--- src/hdl/adc_seq_pkg.sv ---
// Register map, field layout and sequencing constants of the conversion sequencer.
package adc_seq_pkg;
  // Printed register offsets are word indices; the byte address is four times the index.
  localparam logic [7:0] CTRL_IDX = 8'h38;
  localparam logic [7:0] RESULT_IDX = 8'h39;
  localparam logic [7:0] CLOCK_IDX = 8'h3A;
  localparam logic [9:0] CTRL_ADDR = {CTRL_IDX, 2'b00};
  localparam logic [9:0] RESULT_ADDR = {RESULT_IDX, 2'b00};
  localparam logic [9:0] CLOCK_ADDR = {CLOCK_IDX, 2'b00};

  // Control and status register fields.
  localparam int FLAG_BIT = 7;
  localparam int IEN_BIT = 6;
  localparam int CONT_BIT = 5;
  localparam int CH_MSB = 4;
  localparam logic [4:0] CH_POWER_OFF = 5'h1F;
  localparam logic [4:0] CH_RESET = 5'h1F;
  localparam logic [4:0] CH_REF_HIGH = 5'h1D;
  localparam logic [4:0] CH_REF_LOW = 5'h1E;

  // Clock register fields.
  localparam int DIV_MSB = 2;
  localparam int SRC_BIT = 4;
  localparam logic [2:0] DIV_RESET = 3'h0;
  localparam logic SRC_RESET = 1'b0;

  // One conversion is sixteen converter clocks: the start clock, seven of sampling, eight of approximation.
  localparam logic [3:0] LAST_PHASE = 4'hF;
  localparam logic [3:0] FIRST_DECIDE_PHASE = 4'h8;
  localparam logic [3:0] START_PHASE = 4'h1;
  localparam logic [7:0] SAR_START = 8'h80;
  localparam logic [3:0] DIV16_LAST = 4'hF;

  typedef enum logic [1:0] {
    ST_IDLE = 2'b01,
    ST_CONVERT = 2'b10
  } conv_state_t;
endpackage : adc_seq_pkg

--- src/hdl/conv_clock_divider.sv ---
// Converter clock prescaler producing a one-cycle tick per converter clock period.
`timescale 1ns/10ps
`default_nettype none
module conv_clock_divider (
  input wire logic pclk,
  input wire logic presetn,
  input wire logic crystal_ref_clock,
  input wire logic converter_clock_source_select,
  input wire logic [2:0] clock_divide_field,
  output logic conv_tick
);
  logic xsync1;
  logic xsync2;
  logic xsync3;
  logic input_edge;
  logic [3:0] count;
  logic [3:0] last_count;

  function automatic logic [3:0] div_last(input logic [2:0] field);
    if (field[2])
      div_last = adc_seq_pkg::DIV16_LAST;
    else
      div_last = 4'(({3'h0, 1'b1} << field[1:0]) - 4'h1);
  endfunction : div_last

  // The crystal clock is sampled as a level; the second and third stages feed the edge detector.
  always_ff @(posedge pclk or negedge presetn)
  begin
    if (!presetn)
    begin
      xsync1 <= 1'b0;
      xsync2 <= 1'b0;
      xsync3 <= 1'b0;
    end
    else
    begin
      xsync1 <= crystal_ref_clock;
      xsync2 <= xsync1;
      xsync3 <= xsync2;
    end
  end

  assign input_edge = converter_clock_source_select ? 1'b1 : (xsync2 & ~xsync3);
  assign last_count = div_last(clock_divide_field);

  always_ff @(posedge pclk or negedge presetn)
  begin
    if (!presetn)
    begin
      count <= 4'h0;
      conv_tick <= 1'b0;
    end
    else
    begin
      conv_tick <= 1'b0;
      if (input_edge)
      begin
        if (count >= last_count)
        begin
          count <= 4'h0;
          conv_tick <= 1'b1;
        end
        else
          count <= count + 4'h1;
      end
    end
  end
endmodule : conv_clock_divider
`default_nettype wire

--- src/hdl/adc_conversion_sequencer.sv ---
// Register file, channel multiplexer control and successive-approximation sequencer.
//
// Implementation choice: register access over APB.
`timescale 1ns/10ps
`default_nettype none
module adc_conversion_sequencer #(
  parameter int PIN_COUNT = 12
) (
  input wire logic pclk,
  input wire logic presetn,
  input wire logic psel,
  input wire logic penable,
  input wire logic pwrite,
  input wire logic [9:0] paddr,
  input wire logic [31:0] pwdata,
  output logic [31:0] prdata,
  output logic pready,
  output logic pslverr,
  input wire logic crystal_ref_clock,
  input wire logic comparator_high,
  output logic [7:0] sar_trial,
  output logic sample_enable,
  output logic [4:0] selected_analog_input,
  output logic converter_power_down,
  output logic done_irq,
  input wire logic wait_mode,
  input wire logic stop_mode,
  input wire logic [PIN_COUNT-1:0] port_data_latch,
  input wire logic [PIN_COUNT-1:0] port_direction,
  input wire logic [PIN_COUNT-1:0] pin_in,
  output logic [PIN_COUNT-1:0] pin_out,
  output logic [PIN_COUNT-1:0] pin_oe,
  output logic [PIN_COUNT-1:0] analog_pin_select,
  output logic [PIN_COUNT-1:0] port_read_value
);
  logic conversion_done_flag, done_irq_enable, continuous_convert_select;
  logic converter_clock_source_select;
  logic [4:0] channel_select_field;
  logic [2:0] clock_divide_field;
  logic [7:0] result, next_sar;
  logic [3:0] phase;
  logic start_pending, conv_tick, setup_phase, access_done, ctrl_write, result_read;
  logic mapped, powered_off, start_evt, complete_evt, decide;
  adc_seq_pkg::conv_state_t state;

  conv_clock_divider u_divider (
    .pclk(pclk),
    .presetn(presetn),
    .crystal_ref_clock(crystal_ref_clock),
    .converter_clock_source_select(converter_clock_source_select),
    .clock_divide_field(clock_divide_field),
    .conv_tick(conv_tick)
  );

  // Resolves one trial bit and proposes the next lower one.
  function automatic logic [7:0] sar_step(input logic [7:0] code, input logic [2:0] bit_idx,
                                          input logic keep);
    logic [7:0] value;
    value = code;
    value[bit_idx] = keep;
    if (bit_idx != 3'h0)
      value[bit_idx - 3'h1] = 1'b1;
    sar_step = value;
  endfunction : sar_step

  assign setup_phase = psel & ~penable;
  assign access_done = psel & penable;
  assign mapped = (paddr == adc_seq_pkg::CTRL_ADDR) | (paddr == adc_seq_pkg::RESULT_ADDR) |
                  (paddr == adc_seq_pkg::CLOCK_ADDR);
  assign ctrl_write = access_done & pwrite & (paddr == adc_seq_pkg::CTRL_ADDR);
  assign result_read = access_done & ~pwrite & (paddr == adc_seq_pkg::RESULT_ADDR);
  // Zero-wait slave; unmapped addresses complete with an error and no effect.
  assign pready = 1'b1;
  assign pslverr = access_done & ~mapped;

  assign powered_off = (channel_select_field == adc_seq_pkg::CH_POWER_OFF);
  assign converter_power_down = powered_off;
  assign selected_analog_input = channel_select_field;

  assign start_evt = conv_tick & start_pending & ~powered_off & ~stop_mode;
  assign decide = (state == adc_seq_pkg::ST_CONVERT) & conv_tick & ~start_evt & ~stop_mode &
                  (phase >= adc_seq_pkg::FIRST_DECIDE_PHASE);
  assign complete_evt = decide & (phase == adc_seq_pkg::LAST_PHASE);
  assign next_sar = sar_step(sar_trial, 3'(adc_seq_pkg::LAST_PHASE - phase), comparator_high);
  assign sample_enable = (state == adc_seq_pkg::ST_CONVERT) &
                         (phase < adc_seq_pkg::FIRST_DECIDE_PHASE);

  always_ff @(posedge pclk or negedge presetn)
  begin
    if (!presetn)
    begin
      done_irq_enable <= 1'b0;
      continuous_convert_select <= 1'b0;
      channel_select_field <= adc_seq_pkg::CH_RESET;
      clock_divide_field <= adc_seq_pkg::DIV_RESET;
      converter_clock_source_select <= adc_seq_pkg::SRC_RESET;
    end
    else
    begin
      if (ctrl_write)
      begin
        done_irq_enable <= pwdata[adc_seq_pkg::IEN_BIT];
        continuous_convert_select <= pwdata[adc_seq_pkg::CONT_BIT];
        channel_select_field <= pwdata[adc_seq_pkg::CH_MSB:0];
      end
      if (access_done & pwrite & (paddr == adc_seq_pkg::CLOCK_ADDR))
      begin
        clock_divide_field <= pwdata[adc_seq_pkg::DIV_MSB:0];
        converter_clock_source_select <= pwdata[adc_seq_pkg::SRC_BIT];
      end
    end
  end

  always_ff @(posedge pclk or negedge presetn)
  begin
    if (!presetn)
      conversion_done_flag <= 1'b0;
    else if (complete_evt)
      conversion_done_flag <= 1'b1;
    else if (ctrl_write | result_read)
      conversion_done_flag <= 1'b0;
  end

  assign done_irq = conversion_done_flag & done_irq_enable;

  // start request crossing
  // A control register write is held as a pending start until the next converter tick consumes it.
  always_ff @(posedge pclk or negedge presetn)
  begin
    if (!presetn)
      start_pending <= 1'b0;
    else if (ctrl_write)
      start_pending <= 1'b1;
    else if (stop_mode & (state == adc_seq_pkg::ST_CONVERT))
      start_pending <= 1'b1;
    else if (conv_tick & ~stop_mode)
      start_pending <= 1'b0;
  end

  always_ff @(posedge pclk or negedge presetn)
  begin
    if (!presetn)
    begin
      state <= adc_seq_pkg::ST_IDLE;
      phase <= 4'h0;
      sar_trial <= 8'h00;
    end
    else if (stop_mode)
    begin
      state <= adc_seq_pkg::ST_IDLE;
      phase <= 4'h0;
    end
    else if (conv_tick)
    begin
      if (start_evt)
      begin
        state <= adc_seq_pkg::ST_CONVERT;
        phase <= adc_seq_pkg::START_PHASE;
        sar_trial <= adc_seq_pkg::SAR_START;
      end
      else if (start_pending)
        state <= adc_seq_pkg::ST_IDLE;
      else
      begin
        unique case (state)
          adc_seq_pkg::ST_IDLE:
            phase <= 4'h0;
          adc_seq_pkg::ST_CONVERT:
          begin
            if (decide)
              sar_trial <= next_sar;
            if (complete_evt)
            begin
              if (continuous_convert_select & ~powered_off)
              begin
                phase <= adc_seq_pkg::START_PHASE;
                sar_trial <= adc_seq_pkg::SAR_START;
              end
              else
                state <= adc_seq_pkg::ST_IDLE;
            end
            else
              phase <= phase + 4'h1;
          end
        endcase
      end
    end
  end

  always_ff @(posedge pclk or negedge presetn)
  begin
    if (!presetn)
      result <= 8'h00;
    else if (complete_evt)
      result <= next_sar;
  end

  // Read data is captured in the setup phase so it is a flop output during the access phase.
  always_ff @(posedge pclk or negedge presetn)
  begin
    if (!presetn)
      prdata <= 32'h0000_0000;
    else if (setup_phase & ~pwrite)
    begin
      prdata <= 32'h0000_0000;
      if (paddr == adc_seq_pkg::CTRL_ADDR)
        prdata[7:0] <= {conversion_done_flag & ~done_irq_enable, done_irq_enable,
                        continuous_convert_select, channel_select_field};
      else if (paddr == adc_seq_pkg::RESULT_ADDR)
        prdata[7:0] <= result;
      else if (paddr == adc_seq_pkg::CLOCK_ADDR)
        prdata[7:0] <= {3'h0, converter_clock_source_select, 1'b0, clock_divide_field};
    end
  end

  always_comb
  begin
    analog_pin_select = '0;
    for (int i = 0; i < PIN_COUNT; i++)
      if (channel_select_field == 5'(i))
        analog_pin_select[i] = 1'b1;
  end

  assign pin_oe = port_direction & ~analog_pin_select;
  assign pin_out = port_data_latch & pin_oe;

  always_comb
  begin
    port_read_value = '0;
    for (int i = 0; i < PIN_COUNT; i++)
      if (port_direction[i])
        port_read_value[i] = port_data_latch[i];
      else if (!analog_pin_select[i])
        port_read_value[i] = pin_in[i];
  end
endmodule : adc_conversion_sequencer
`default_nettype wire

--- config.mk ---
export PLATFORM = sky130hd
export DESIGN_NAME = adc_conversion_sequencer
export DESIGN_NICKNAME = d
export VERILOG_FILES = /design/src/hdl/adc_seq_pkg.sv /design/src/hdl/conv_clock_divider.sv /design/src/hdl/adc_conversion_sequencer.sv
export SDC_FILE = /design/constraint.sdc
export NUM_CORES = 1
export LEC_CHECK = 0
export BUFFER_PORTS_ARGS = -buffer_cell sky130_fd_sc_hd__buf_2
export CORE_UTILIZATION = 35
export DETAILED_ROUTE_END_ITERATION = 10
export PLACE_DENSITY = 0.65
export SKIP_CTS_REPAIR_TIMING = 1
export SKIP_LAST_GASP = 1
export SLEW_MARGIN = 10
export SYNTH_ARGS = -nofsm -noshare
export SYNTH_HDL_FRONTEND = slang
export SYNTH_HIERARCHICAL = 1
export SYNTH_SLANG_ARGS = --single-unit
--- constraint.sdc ---
create_clock -name pclk -period 3.1 [get_ports pclk]
set_input_delay 0.775 -clock pclk [delete_from_list [all_inputs] [get_ports pclk]]
set_output_delay 0.775 -clock pclk [all_outputs]
set_load 0.005 [all_outputs]
==> results of run 1 <==
registers in the layout (all words and copies together) (netlist names), 2 cells and up:
| register | flops |
|---|---|
| clock_divide_field | 3 |
| phase | 4 |
| prdata | 8 |
| result | 8 |
| sar_trial | 8 |
| selected_analog_input | 5 |
| state | 2 |
| u_divider/count | 4 |
through the flow:
stage	instances	area (µm²)	total power, µW	hold WS (ns)	util (%)
2_1_floorplan	403	3470	771	0.331	-
3_3_place_gp	632	4080	836	0.333	43.7
3_5_place_dp	632	4080	840	0.336	43.7
4_1_cts	640	4160	1220	0.356	44.6
5_1_grt	640	4160	1260	0.378	44.6
6_report	640	4160	1210	0.354	44.6
power groups by stage:
stage          Sequential (µW)  Combinational (µW)  Clock (µW)
2_1_floorplan              684                86.4           0
3_3_place_gp               685                 151           0
3_5_place_dp               686                 155           0
4_1_cts                    673                 155         392
5_1_grt                    673                 174         416
6_report                   673                 153         380
worst paths after layout:
kind | startpoint | end | slack, ns
worst min-delay path | u_divider/xsync1 | u_divider/xsync2 | 0.35
worst max-delay path | selected_analog_input[1] | port_read_value[2] | 0.27
worst max register to register | phase[1] | result[0] | 0.92
worst min register to register | u_divider/xsync1 | u_divider/xsync2 | 0.35
min in group asynchronous | presetn | sar_trial[6] | 0.38
max in group asynchronous | presetn | selected_analog_input[2] | 2.00
cell usage in the layout (no fill, tap or decap), drive strengths merged, types with 9 or more instances in the layout:
| master | n |
|---|---|
| nand2b | 18 |
| a21oi | 20 |
| inv | 11 |
| dfrtp | 45 |
| mux2 | 21 |
| nor2b | 20 |
| o21ai | 33 |
| nand2 | 42 |
| buf | 137 |
| nor2 | 35 |
| conb | 25 |
| mux2i | 9 |
kinds of logic after synthesis:
group	after synthesis	share of synthesized area (%)
simple gates	155	24.6
compound gates	86	16.2
flops	51	37.9
buf+inv	48	8.64
mux	30	9.64
fa+ha+maj	7	2.58
other cells	2	0.222
xor+xnor	1	0.259
layout make-up:
type | instances | area (µm²) | share of cell area, %
Clock inverter | 1 | 5.00 | 0.120
Sequential cell | 51 | 1280 | 30.8
Multi-Input combinational cell | 304 | 1900 | 45.6
Inverter | 11 | 41.3 | 0.992
Clock buffer | 7 | 76.3 | 1.83
Tap cell | 129 | 161 | 3.88
Timing Repair Buffer | 137 | 696 | 16.7
critical path: stages (launching register included):
cell     delay (ns)
dfstp_2        0.63
or3b_2         0.49
nor3_1         0.33
o21ai_0        0.15
buf_2          0.15
routing by layer:
| metal | wire (µm) | part of all wire, % | GRT usage (%) |
|---|---|---|---|
| met1 | 3870 | 45 | 22.4 |
| met2 | 4320 | 50 | 29.8 |
| met3 | 381 | 4.4 | 4.04 |
| met4 | 27 | 0.31 | 2.23 |
| met5 | 0 | 0 | 0 |
==> summary.txt, run 1 <==
DRT Pass-1 Iters - 4
largest net degree at the start of global routing - 26
Net Switching - 305 µW
# rows - 35
Critical Path Start Type - flop
sequential fraction of the synthesis area - 37.9%
Unique masters post-synth - 59
GRT Util Overall - 17.2%
Core Box Area - 0.00933 mm²
Main synth FF type - dfrtp_1
CTS tree - done
H-tree depth - 2
Fin Setup TNS - 0 ns
Synth top area share - 33.2%
relative slew slack - 52.7%
CTS sink count - 51
# setup viols final - 0
Pint - 900 µW
clock buffer depth - 2
via/cell ratio - 4.87
Antenna Nets Post-Route - 0
CP Class - reg2out
die height - 100 µm
number of inserted diodes - 0
dpl hpwl - 6.81 mm
Synth Cell Area - 0.00339 mm²
Mean Syn Cell Area - 8.92 µm²
via count of the first global-routing pass - 2961
Peak VDD IR - 164 µV
largest area contributor in the netlist - dfrtp_1
initial DRC count - 103
Hold Path Cell Cnt - 0
Comb power frac - 12.7%
Root Driver - clkbuf_8
Req. time, crit path - 2.32 ns
Max Cap Viol - 0
IO Port Bufs - 133
switch share - 25.3%
synthesized instance count - 380
CTS clk-pin slew, worst paths - 0.08 ns
Worst Tran Pin Value - 0.710 ns
Worst Path Arrival - 2.06 ns
CTS buffer count - 5
via count - 3117
first-pass GRT wire length - 13.9 mm
FMAX - 0.353 GHz
Final Hold Violating Endpoints - 0
Leak - 0.00215 µW
layout cells sized above 1 - 36.2%
Initial Utilization - 36.3%
Post-synth EDFFs - 0
Avg WL per Cell - 13.4 µm
Crit. End Element - output port
commonest cells in the netlist - dfrtp_1, nand2_1, nor2_1
pre-CTS WS - 0.254 ns
Async S/R FF share, synth - 100%
synth warn - 6
Power Density - 290 mW/mm²
initial antenna violation count - 0
RSZ-0062 raised after global routing - false
minimum clock period - 2.83 ns
final net count - 604
worst-path maximum fanout - 9
Yosys reg bits - 51
routability cong. - 0.841
DR DRC count - 0
Fill cells - 923
Clock power frac - 31.5%
most frequent cell after synthesis - dfrtp_1
Max Slew Vio Count - 0
Top-Level Pins - 185
status - complete, no violations
Area growth syn-to-layout - 22.8%
Final period util - 91.4%
wirelength, routed - 8.60 mm
Fin Clk Skew - 0.0115 ns
Die X - 100 µm
Final Worst Setup Slack - 0.266 ns
sequential share of power - 55.8%
die footprint - 0.0101 mm²
Hold Path Class - reg2reg
reg2reg path depth - 5
synth top area cells - dfrtp_1, mux2_2, buf_4, dfstp_2, nand2_1
clk_lat worst skew - 0.31 ns
total gr overflow - 0
Power figures use the tool's default switching activity.
==> inputs of run 2 (changes only) <==
--- a/config.mk
+++ b/config.mk
@@ -6,9 +6,12 @@
 export NUM_CORES = 1
 export LEC_CHECK = 0
 export BUFFER_PORTS_ARGS = -buffer_cell sky130_fd_sc_hd__buf_2
-export CORE_UTILIZATION = 35
+export CELL_PAD_IN_SITES_DETAIL_PLACEMENT = 1
+export CELL_PAD_IN_SITES_GLOBAL_PLACEMENT = 2
+export CORE_UTILIZATION = 26
 export DETAILED_ROUTE_END_ITERATION = 10
-export PLACE_DENSITY = 0.65
+export MAX_ROUTING_LAYER = met4
+export PLACE_DENSITY_LB_ADDON = 0.1
 export SKIP_CTS_REPAIR_TIMING = 1
 export SKIP_LAST_GASP = 1
 export SLEW_MARGIN = 10
==> run 2 against run 1 <==
Effect of this change:
- via count rose by 3.1%
- highest routed layer unchanged
- worst hold slack got worse by 0.0014 ns
- clock skew fell by 0.0039 ns
==> summary.txt, run 2 (synthesis gave the netlist of run 1 again) <==
via count of the first global-routing pass - 3372 (+14%)
RSZ-0062 raised after global routing - false
# setup viols final - 0 (unchanged)
Root Driver - clkbuf_16
die footprint - 0.0135 mm² (+34%)
relative slew slack - 54.2% (+1.5 points)
RR Startpoint - phase[1]
initial DRC count - 86 (-17%)
number of inserted diodes - 0 (unchanged)
worst-path maximum fanout - 4 (-5)
IO Port Bufs - 133 (unchanged)
final net count - 605 (+0.17%)
Avg WL per Cell - 15.2 µm (+13%)
die height - 116 µm (+16%)
clk_lat worst skew - 0.29 ns (-0.02 ns)
Initial Utilization - 26.7% (-9.6 points)
top flop regs - prdata x8, result x8, sar_trial x8
Power Density - 359 mW/mm² (+24%)
Core Box Area - 0.0127 mm² (+36%)
total gr overflow - 0 (unchanged)
Hold Path Class - reg2reg
DRT Pass-1 Iters - 4 (unchanged)
wirelength, routed - 10.4 mm (+21%)
routability cong. - 0.713 (-15%)
hold endpoint - u_divider/xsync2
post-layout util - 34.2% (-10 points)
CTS tree - done
Hold Path Cell Cnt - 0 (unchanged)
# rows - 41 (+17%)
via/cell ratio - 4.70 (-3.6%)
cell breakdown of the critical path - buf_2 -> nor4b_4 -> or4b_4 -> a21oi_1 -> nor2_1 -> buf_2
Peak VDD IR - 204 µV (+24%)
Fin Clk Skew - 0.00757 ns (-0.00389 ns)
Crit. End Element - output port
H-tree depth - 2 (unchanged)
commonest non-fill, non-tap cell in the layout - buf_2
Die X - 116 µm (+16%)
Total Power - 1560 µW (+29%)
Worst Tran Pin Value - 0.687 ns (-0.0227 ns)
Worst Path Arrival - 2.03 ns (-0.03 ns)
Critical R2R Capture - result[7]
first-pass GRT wire length - 16.6 mm (+20%)
GRT Util Overall - 16.4% (-0.83 points)
reg2reg setup slack - 0.85 ns (-0.07 ns)
Leak - 0.00220 µW (+2.5%)
FMAX - 0.356 GHz (+0.99%)
Inst Count DP - 676 (+7.0%)
dpl hpwl - 8.18 mm (+20%)
Antenna Nets Post-Route - 0 (unchanged)
CP Class - in2out
slowest CP cell - or4b_4
CTS sink count - 51 (unchanged)
largest net degree at the start of global routing - 52 (+100%)
Fin Setup TNS - 0 ns (unchanged)
initial antenna violation count - 0 (unchanged)
Worst path max stage delay - 0.53 ns (-0.10 ns)
Max Slew Vio Count - 0 (unchanged)
clock buffer depth - 2 (unchanged)
reg2reg path depth - 5 (unchanged)
Top-Level Pins - 185 (unchanged)
Final Hold Violating Endpoints - 0 (unchanged)
Critical Path Start Type - input pin
commonest cells after routing, fill and taps aside - buf_2, dfrtp_1, nand2_1, nor2_1, o21ai_0
Max Cap Viol - 0 (unchanged)
DR DRC count - 0 (unchanged)
Top cell by count, worst path - buf_2
Area growth syn-to-layout - 27.9%
Non-Filler Instances - 684 (+6.9%)
layout cells sized above 1 - 36.7% (+0.52 points)
Req. time, crit path - 2.32 ns (about the same)
CTS clk-pin slew, worst paths - 0.07 ns (about the same)
via count - 3213 (+3.1%)
minimum clock period - 2.81 ns (-0.0278 ns)
Hold Startpoint - u_divider/xsync1
Fill cells - 1587 (+72%)
Final period util - 90.5% (-0.90 points)
CTS buffer count - 5 (unchanged)
status - complete, no violations
## run 2: changes by cell type in the layout (fill, tap and decap cells not counted)
| cell | before | now |
|---|---|---|
| buf_4 | 4 | 5 |
| bufinv_16 | 0 | 2 |
| clkbuf_1 | 2 | 0 |
| clkbuf_16 | 0 | 5 |
| clkbuf_8 | 5 | 0 |
| clkinv_2 | 1 | 0 |
| clkinvlp_4 | 0 | 1 |
## run 2: power by group
group	internal [µW]	total (µW)	switching, µW
clock network	463	727	264
registers	669	673	3.63
logic	71.4	157	85.3
## run 2: worst max-delay path, delay by kind of cell
family	cells	cell delay, ns
AO/OA/AOI/OAI	1	0.14
buffers and inverters	2	0.23
AND/OR/NAND/NOR	3	0.88
## run 2: layout make-up
type	instances	area, µm²	share of cell area (%)
multi-input cells	304	1900	43.8
well taps	172	215	4.97
clock buffers	5	125	2.89
repair buffers	138	703	16.2
flip-flops and latches	51	1280	29.6
inverters	11	41.3	0.953
clock inverters	3	67.6	1.56
## run 2: metal layers
metal	global-route usage [%]	vias to the layer above	share of wire [%]
li1	-	1550	-
met1	20.0	1523	45
met2	28.7	135	49
met3	2.49	5	5.4
met4	3.08	0	0.82
met5	-	-	0
## run 2: worst max-delay path by stage
stage          startpoint      end  slack (ns)  cells after the start
3_5_place_dp     paddr[9]  pslverr        0.29                      6
5_1_grt          paddr[9]  pslverr        0.20                      6
3_3_place_gp     paddr[9]  pslverr        0.31                      6
4_1_cts          paddr[9]  pslverr        0.29                      6
6_report         paddr[9]  pslverr        0.29                      6
2_1_floorplan    paddr[9]  pslverr        0.60                      4
## run 2: stage by stage
step                      setup WS (ns)  instance area, µm²  hold WS [ns]
after detailed placement          0.290                4140         0.336
after global routing              0.200                4330         0.357
final                             0.294                4330         0.352
after CTS                         0.290                4330         0.353
after global placement            0.306                4140         0.345
after floorplan                   0.603                3470         0.331
